[config.mk]
export PLATFORM = sky130hd
export DESIGN_NAME = tdb_burst_port
export DESIGN_NICKNAME = d
export VERILOG_FILES = /design/src/hdl/tdb_pkg.sv /design/src/hdl/tdb_burst_port.sv
export SDC_FILE = /design/constraint.sdc
export NUM_CORES = 1
export LEC_CHECK = 0
export ABC_CLOCK_PERIOD_IN_PS = 4250
export BUFFER_PORTS_ARGS = -buffer_cell sky130_fd_sc_hd__buf_2
export CORE_UTILIZATION = 50
export DETAILED_ROUTE_END_ITERATION = 7
export GPL_TIMING_DRIVEN = 0
export PLACE_DENSITY_LB_ADDON = 0.05
export SKIP_LAST_GASP = 1
export SYNTH_ARGS = -nofsm -noshare
export SYNTH_HDL_FRONTEND = slang
export SYNTH_SLANG_ARGS = --single-unit
[constraint.sdc]
create_clock -name mclk_i -period 4.25 [get_ports mclk_i]
set_input_delay 0.2125 -clock mclk_i [delete_from_list [all_inputs] [get_ports mclk_i]]
set_output_delay 0.2125 -clock mclk_i [all_outputs]
set_load 0.03 [all_outputs]
[src/hdl/tdb_pkg.sv]
// What this block does
// base offset field in control bits 4:0
// burst length field bits 12:8, count plus one
// port access goes to base+index word
// index advances by hardware within burst length
// sixteen or eight bit transfers via port
// byte mode: high byte first, low second
// data port forwards, stores nothing itself
// index wraps to zero after last transfer
`default_nettype none
package tdb_pkg;
    localparam logic [7:0]  TDB_OFS_CTRL     = 8'h48;
    localparam logic [7:0]  TDB_OFS_PORT     = 8'h4C;
    localparam logic [7:0]  TDB_OFS_MODE     = 8'h50;
    localparam logic [7:0]  TDB_TMR_CTRL_ONE = 8'h00;
    localparam int          TDB_BASE_LSB     = 0;
    localparam int          TDB_LEN_LSB      = 8;
    localparam int          TDB_IDX_LSB      = 8;
    localparam int          TDB_BYTE_BIT     = 0;
    localparam logic [4:0]  TDB_BASE_RST     = 5'h00;
    localparam logic [4:0]  TDB_LEN_RST      = 5'h00;
    localparam logic        TDB_BYTE_RST     = 1'b0;

    typedef struct packed {
        logic [7:0]  addr;
        logic [15:0] wdata;
        logic        we;
        logic        re;
    } tdb_tgt_req_t;

    typedef enum logic [1:0] {
        TDB_ST_IDLE,
        TDB_ST_HI,
        TDB_ST_LO,
        TDB_ST_DONE
    } tdb_state_t;
endpackage : tdb_pkg
`default_nettype wire

[src/hdl/tdb_burst_port.sv]
`timescale 1ns/1ps
`default_nettype none
module tdb_burst_port
    import tdb_pkg::*;
(
    input  wire logic         mclk_i,
    input  wire logic         rst_b_i,
    input  wire logic         psel_i,
    input  wire logic         penable_i,
    input  wire logic         pwrite_i,
    input  wire logic [7:0]   paddr_i,
    input  wire logic [31:0]  pwdata_i,
    output var  logic [31:0]  prdata_o,
    output var  logic         pready_o,
    output var  logic         pslverr_o,
    output var  tdb_tgt_req_t tgt_req_o,
    input  wire logic [15:0]  tgt_rdata_i
);
    logic [4:0]   base_r;
    logic [4:0]   len_r;
    logic         byte_mode_r;
    logic [4:0]   idx_r;
    tdb_state_t   state_r;
    tdb_tgt_req_t tgt_r;
    logic [31:0]  prdata_r;

    logic         setup;
    logic         sel_ctrl;
    logic         sel_port;
    logic         sel_mode;
    logic         done;
    logic [5:0]   count;
    logic [5:0]   idx_sum;
    logic [7:0]   tgt_addr;
    logic [5:0]   word_ofs;

    assign setup    = psel_i & ~penable_i;
    assign sel_ctrl = (paddr_i == TDB_OFS_CTRL);
    assign sel_port = (paddr_i == TDB_OFS_PORT);
    assign sel_mode = (paddr_i == TDB_OFS_MODE);
    assign count    = {1'b0, len_r} + 6'h01;
    assign idx_sum  = {1'b0, idx_r} + (byte_mode_r ? 6'h02 : 6'h01);
    assign word_ofs = {1'b0, base_r} + {1'b0, idx_r};
    assign tgt_addr = TDB_TMR_CTRL_ONE + {word_ofs, 2'b00};

    // port accesses wait for the target cycles; own registers answer at once
    assign pready_o  = psel_i & penable_i & (~sel_port | (state_r == TDB_ST_DONE));
    assign pslverr_o = pready_o & ~(sel_ctrl | sel_port | sel_mode);
    assign done      = pready_o & sel_port;
    assign prdata_o  = prdata_r;
    assign tgt_req_o = tgt_r;

    always_ff @(posedge mclk_i or negedge rst_b_i)
    begin
        if (!rst_b_i)
        begin
            base_r      <= TDB_BASE_RST;
            len_r       <= TDB_LEN_RST;
            byte_mode_r <= TDB_BYTE_RST;
        end
        else if (pready_o && pwrite_i && sel_ctrl)
        begin
            base_r <= pwdata_i[TDB_BASE_LSB +: 5];
            len_r  <= pwdata_i[TDB_LEN_LSB +: 5];
        end
        else if (pready_o && pwrite_i && sel_mode)
        begin
            byte_mode_r <= pwdata_i[TDB_BYTE_BIT];
        end
    end

    // a reprogrammed burst always starts again at the base offset
    always_ff @(posedge mclk_i or negedge rst_b_i)
    begin
        if (!rst_b_i)
            idx_r <= 5'h00;
        else if (pready_o && pwrite_i && sel_ctrl)
            idx_r <= 5'h00;
        else if (done)
        begin
            // an odd count in byte mode wraps one register past the end
            if (idx_sum >= count)
                idx_r <= 5'h00;
            else
                idx_r <= idx_sum[4:0];
        end
    end

    always_ff @(posedge mclk_i or negedge rst_b_i)
    begin
        if (!rst_b_i)
            state_r <= TDB_ST_IDLE;
        else
        begin
            case (state_r)
                TDB_ST_IDLE:
                    if (setup && sel_port)
                        state_r <= TDB_ST_HI;
                TDB_ST_HI:
                    state_r <= byte_mode_r ? TDB_ST_LO : TDB_ST_DONE;
                TDB_ST_LO:
                    state_r <= TDB_ST_DONE;
                default:
                    if (done || !psel_i)
                        state_r <= TDB_ST_IDLE;
            endcase
        end
    end

    always_ff @(posedge mclk_i or negedge rst_b_i)
    begin
        if (!rst_b_i)
            tgt_r <= '0;
        else if (state_r == TDB_ST_IDLE && setup && sel_port)
        begin
            tgt_r.addr  <= tgt_addr;
            tgt_r.wdata <= byte_mode_r ? {8'h00, pwdata_i[15:8]} : pwdata_i[15:0];
            tgt_r.we    <= pwrite_i;
            tgt_r.re    <= ~pwrite_i;
        end
        else if (state_r == TDB_ST_HI && byte_mode_r)
        begin
            tgt_r.addr  <= tgt_r.addr + 8'h04;
            tgt_r.wdata <= {8'h00, pwdata_i[7:0]};
            tgt_r.we    <= pwrite_i;
            tgt_r.re    <= ~pwrite_i;
        end
        else
        begin
            tgt_r.we <= 1'b0;
            tgt_r.re <= 1'b0;
        end
    end

    // the port holds no value: reads return what the target gives back
    always_ff @(posedge mclk_i or negedge rst_b_i)
    begin
        if (!rst_b_i)
            prdata_r <= 32'h0000_0000;
        else if (state_r == TDB_ST_HI)
            prdata_r <= byte_mode_r ? {16'h0000, tgt_rdata_i[7:0], 8'h00}
                                    : {16'h0000, tgt_rdata_i};
        else if (state_r == TDB_ST_LO)
            prdata_r[7:0] <= tgt_rdata_i[7:0];
        else if (setup && sel_ctrl)
            prdata_r <= {16'h0000, 3'b000, len_r, 3'b000, base_r};
        else if (setup && sel_mode)
            prdata_r <= {16'h0000, 3'b000, idx_r, 7'h00, byte_mode_r};
        else if (setup)
            prdata_r <= 32'h0000_0000;
    end

    // address, strobe, write data and latency properties start at the setup edge launching the target cycle; the others at a control write, a state or done
    chk_base_field: assert property (@(posedge mclk_i) disable iff (!rst_b_i)
        (pready_o && pwrite_i && sel_ctrl) |=> base_r == $past(pwdata_i[4:0]))
        else $error("base offset not taken from write");
    chk_len_field: assert property (@(posedge mclk_i) disable iff (!rst_b_i)
        (pready_o && pwrite_i && sel_ctrl) |=> len_r == $past(pwdata_i[12:8]))
        else $error("burst length not taken from write");
    chk_tgt_address: assert property (@(posedge mclk_i) disable iff (!rst_b_i)
        (state_r == TDB_ST_IDLE && setup && sel_port) |=>
        tgt_r.addr == TDB_TMR_CTRL_ONE
            + ({3'b000, $past(base_r)} + {3'b000, $past(idx_r)}) * 8'h04)
        else $error("target address wrong");
    chk_idx_step: assert property (@(posedge mclk_i) disable iff (!rst_b_i)
        (done && !byte_mode_r && ({1'b0, idx_r} + 6'h01 < count)) |=>
        idx_r == $past(idx_r) + 5'h01)
        else $error("burst index did not advance");
    chk_idx_pair: assert property (@(posedge mclk_i) disable iff (!rst_b_i)
        (done && byte_mode_r && ({1'b0, idx_r} + 6'h02 < count)) |=>
        idx_r == $past(idx_r) + 5'h02)
        else $error("burst index did not advance by two");
    chk_idx_wrap: assert property (@(posedge mclk_i) disable iff (!rst_b_i)
        (done && idx_sum >= count) |=> idx_r == 5'h00)
        else $error("burst index did not wrap");
    chk_port_latency: assert property (@(posedge mclk_i) disable iff (!rst_b_i)
        (state_r == TDB_ST_IDLE && setup && sel_port) ##1 penable_i[*1] |->
        !pready_o ##[1:2] pready_o)
        else $error("port answer out of window");
    chk_word_write: assert property (@(posedge mclk_i) disable iff (!rst_b_i)
        (state_r == TDB_ST_IDLE && setup && sel_port && pwrite_i && !byte_mode_r) |=>
        tgt_r.we && !tgt_r.re && tgt_r.wdata == $past(pwdata_i[15:0]))
        else $error("word write not forwarded");
    chk_byte_first: assert property (@(posedge mclk_i) disable iff (!rst_b_i)
        (state_r == TDB_ST_IDLE && setup && sel_port && pwrite_i && byte_mode_r) |=>
        tgt_r.we && tgt_r.wdata == {8'h00, $past(pwdata_i[15:8])})
        else $error("first byte not the high half");
    chk_byte_split: assert property (@(posedge mclk_i) disable iff (!rst_b_i)
        (state_r == TDB_ST_HI && byte_mode_r && pwrite_i) |=>
        tgt_r.we && tgt_r.addr == $past(tgt_r.addr) + 8'h04
        && tgt_r.wdata[7:0] == $past(pwdata_i[7:0]))
        else $error("byte split wrong");
    chk_read_strobe: assert property (@(posedge mclk_i) disable iff (!rst_b_i)
        (state_r == TDB_ST_IDLE && setup && sel_port && !pwrite_i) |=> tgt_r.re && !tgt_r.we)
        else $error("port read not forwarded");
    chk_read_word: assert property (@(posedge mclk_i) disable iff (!rst_b_i)
        (state_r == TDB_ST_HI && !pwrite_i && !byte_mode_r) |=>
        prdata_o == {16'h0000, $past(tgt_rdata_i)})
        else $error("read data not taken from target");
    chk_read_bytes: assert property (@(posedge mclk_i) disable iff (!rst_b_i)
        (state_r == TDB_ST_LO && !pwrite_i) |=>
        prdata_o[7:0] == $past(tgt_rdata_i[7:0]) && prdata_o[15:8] == $past(prdata_o[15:8]))
        else $error("byte read halves wrong");
    chk_idle_quiet: assert property (@(posedge mclk_i) disable iff (!rst_b_i)
        (state_r == TDB_ST_IDLE) |-> !tgt_r.we && !tgt_r.re)
        else $error("target strobe outside a port access");
    chk_port_nostore: assert property (@(posedge mclk_i) disable iff (!rst_b_i)
        done |=> $stable(base_r) && $stable(len_r) && $stable(byte_mode_r))
        else $error("port access changed stored state");

    cov_word_write: cover property (@(posedge mclk_i) disable iff (!rst_b_i)
        done && pwrite_i && !byte_mode_r);
    cov_byte_read: cover property (@(posedge mclk_i) disable iff (!rst_b_i)
        done && !pwrite_i && byte_mode_r);
    cov_wrap: cover property (@(posedge mclk_i) disable iff (!rst_b_i)
        done && idx_sum >= count && len_r != 5'h00);
    cov_byte_write: cover property (@(posedge mclk_i) disable iff (!rst_b_i)
        done && pwrite_i && byte_mode_r);
    cov_word_read: cover property (@(posedge mclk_i) disable iff (!rst_b_i)
        done && !pwrite_i && !byte_mode_r);
endmodule : tdb_burst_port
`default_nettype wire

==> results.json <==
{
  "status": "completed",
  "drv_slew": 0,
  "grt_max_degree": 59,
  "grt-ovfl-total": 0,
  "num_vias": 3397,
  "regArea_um2": 1451,
  "peakVddDrop_mv": 0.1673,
  "swShare": 0.4094,
  "cts_max_level": 3,
  "antennaDiodeCount": 0,
  "multiInputGateArea_um2": 2003,
  "start_kind": "flop",
  "netlist_instances": 419,
  "clockRootBuffer": "clkbuf_8",
  "pwr-share-seq": 0.338,
  "nets": 618,
  "cts-resized-gates": 0,
  "portBuffers": 86,
  "place_ws_ps": 878.6,
  "syn_area_um2": 3725,
  "cts_buffer_depth": 2,
  "die_h_um": 88.31,
  "hold_viol": 0,
  "core_um2": 7214,
  "avgRoutedWirePerCell_um": 15.47,
  "period_minus_slack_ps": 3352,
  "ys.flop_type": "dfrtp_1",
  "crit_path_end_kind": "flop",
  "ys_seq_area_frac": 0.3897,
  "cp.required_ps": 4520,
  "finalPower_mw": 2.325,
  "ys_warn_count": 0,
  "timing.final.crit_share": 0.7886,
  "rows": 31,
  "worst_slack_ps": 898.4,
  "first_iter_violations": 238,
  "avgSynthCellArea_um2": 8.890,
  "fill_cells": 660,
  "drt_wl_total_um": 9870,
  "pwr-share-clk": 0.256,
  "fmax_mhz": 298.4,
  "p_int_mw": 1.373,
  "initial_utilization": 0.5163,
  "min_path_type": "in -> reg",
  "clk_latency_ps": 340,
  "place_congestion": 0.8410,
  "rsz0062_at_grt": "no",
  "cts.reportedPaths.clkPinSlew_ps": 70,
  "p_comb_frac": 0.406,
  "fin_setup_tns_ps": 0,
  "cp_data_arrival_time_ps": 3620,
  "cts_buffers": 9,
  "p_leak_nw": 2.329,
  "area_delta_synth_final_pct": 23.08,
  "grt_antenna_before_repair": 0,
  "hpwl_um": 7414,
  "grt_pass1_wl_um": 15440,
  "power.density_nw_per_um2": 507.1,
  "dieArea_um2": 7799,
  "critPathMaxFanout": 8,
  "drive_above_1_share": 0.2579,
  "relSlewSlack": 0.3222,
  "synth-edff-count": 0,
  "cts_num_sinks": 58,
  "worstMarginPinSlew_ps": 1009,
  "cts_tree": "built",
  "final-setup-viol-count": 0,
  "ant_nets": 0,
  "worstSetupPathType": "reg -> reg",
  "grt_pass1_vias": 3080,
  "post-route-util": 0.6354,
  "finalClockSkew_ps": 8.852,
  "yosysUniqueCellTypes": 53,
  "switching_power_mw": 0.9519,
  "drc": 0,
  "via_per_inst": 5.324,
  "io_pins": 121,
  "synth-seq-cells": 58,
  "async_flop_share": 1.000,
  "drv_cap": 0,
  "grt_usage": 0.2650,
  "drtPass1Iterations": 4,
  "die_w_um": 88.31,
  "postCtsSetupRepairBufs": 0
}
[worst max-delay path, cell delays in order (launching register included)]
cell and delay, ps:
dfrtp_1 450, inv_1 300, ha_1 230, inv_1 60, fa_1 430, nor2_1 160, xor2_1 210, ha_1 270
a21o_1 180, a21oi_1 120, o21ai_0 200, or3b_2 520, a21oi_1 160
[power by group through the flow]
stage	sequential (mW)	combinational, mW	clock [mW]
6_report	0.786	0.943	0.596
5_1_grt	0.802	1.04	0.620
4_1_cts	0.787	0.946	0.601
3_5_place_dp	0.797	0.940	0
3_3_place_gp	0.791	0.928	0
2_1_floorplan	1.03	0.423	0
[layer usage]
layer,vias to the layer above,track usage,wire length (µm)
li1,1681,-,-
met1,1590,0.3840,4630
met2,114,0.4112,4521
met3,12,0.03078,562
met4,0,0.09238,155
met5,-,0,0
[synthesized netlist by cell type (5+ instances only)]
| library cell | number | share of area |
|---|---|---|
| mux2_2 | 9 | 0.027 |
| nor2_1 | 10 | 0.010 |
| or2_1 | 8 | 0.013 |
| buf_4 | 18 | 0.036 |
| o311ai_1 | 5 | 0.012 |
| clkbuf_1 | 13 | 0.013 |
| ha_1 | 21 | 0.071 |
| xnor2_1 | 9 | 0.021 |
| or3_1 | 6 | 0.010 |
| a21boi_1 | 6 | 0.012 |
| dfrtp_1 | 58 | 0.39 |
| nor3_1 | 7 | 0.0094 |
| a22oi_1 | 7 | 0.014 |
| a21oi_1 | 23 | 0.031 |
| nand3_1 | 18 | 0.024 |
| o21ai_0 | 23 | 0.031 |
| xor2_1 | 5 | 0.012 |
| o22ai_1 | 8 | 0.013 |
| nand2_1 | 70 | 0.071 |
| nand4_1 | 12 | 0.020 |
| a21o_1 | 7 | 0.014 |
| inv_1 | 22 | 0.022 |
| a22o_1 | 6 | 0.014 |
[state kept, by name, summed over array words and instances, names as in the netlist]
| name | flops |
|---|---|
| base_r | 5 |
| byte_mode_r | 1 |
| idx_r | 5 |
| len_r | 5 |
| prdata_o | 16 |
| state_r | 2 |
| tgt_req_o | 24 |
[worst paths after layout]
| kind | from | end | slack [ps] | cells after the start |
|---|---|---|---|---|
| min | pwrite_i | tgt_req_o[0]$_DFF_PN0_ | 70 | 2 |
| max in group asynchronous | rst_b_i | len_r[3]$_DFFE_PN0P_ | 3260 | 2 |
| min reg2reg | prdata_o[13]$_DFFE_PN0P_ | prdata_o[13]$_DFFE_PN0P_ | 480 | 2 |
| min in group asynchronous | rst_b_i | tgt_req_o[23]$_DFFE_PN0N_ | 500 | 2 |
| max reg2reg | byte_mode_r$_DFFE_PN0P_ | idx_r[4]$_DFFE_PN0P_ | 900 | 12 |
| max | byte_mode_r$_DFFE_PN0P_ | idx_r[4]$_DFFE_PN0P_ | 900 | 12 |
[logic make-up after synthesis]
kind of cell,count (synthesis),share of synthesized area
simple gates,153,0.2049
compound gates,100,0.1733
buf+inv,61,0.08968
flops,58,0.3897
fa+ha+maj,23,0.08129
xor+xnor,14,0.03292
mux,9,0.02721
other cells,1,0.001007
[stage by stage]
stage	cells	hold slack, ps	instance area, µm²
after floorplan	436	-83.09	3789
after global placement	621	417.8	4343
after detailed placement	621	420.9	4343
after CTS	637	59.38	4572
after global routing	638	83.42	4584
final	638	66.52	4584
[layout by cell type (no fill, tap or decap), types with 11 or more instances in the layout]
cell	instances
ha_1	21
clkbuf_8	11
a21oi_1	23
buf_4	19
nand4_1	12
nand3_1	18
inv_1	22
dfrtp_1	58
clkbuf_1	14
o21ai_0	23
buf_2	88
nand2_1	70
conb_1	18
[cell type report]
| cell class | instances | share of cell area |
|---|---|---|
| multi-input combinational | 317 | 0.4370 |
| sequential | 58 | 0.3166 |
| clock buffer | 12 | 0.03384 |
| tap | 99 | 0.02702 |
| timing repair buffer | 87 | 0.09662 |
| inverter | 22 | 0.01801 |
| buffer | 39 | 0.05486 |
| clock inverter | 4 | 0.01610 |
[what timing repair did]
item | in CTS | in global routing
endpoints found under the hold margin | 0 | 2
hold buffers | 0 | 1
setup endpoints to repair | 0 | 0
Note: power is estimated with default switching activity, not from simulation.
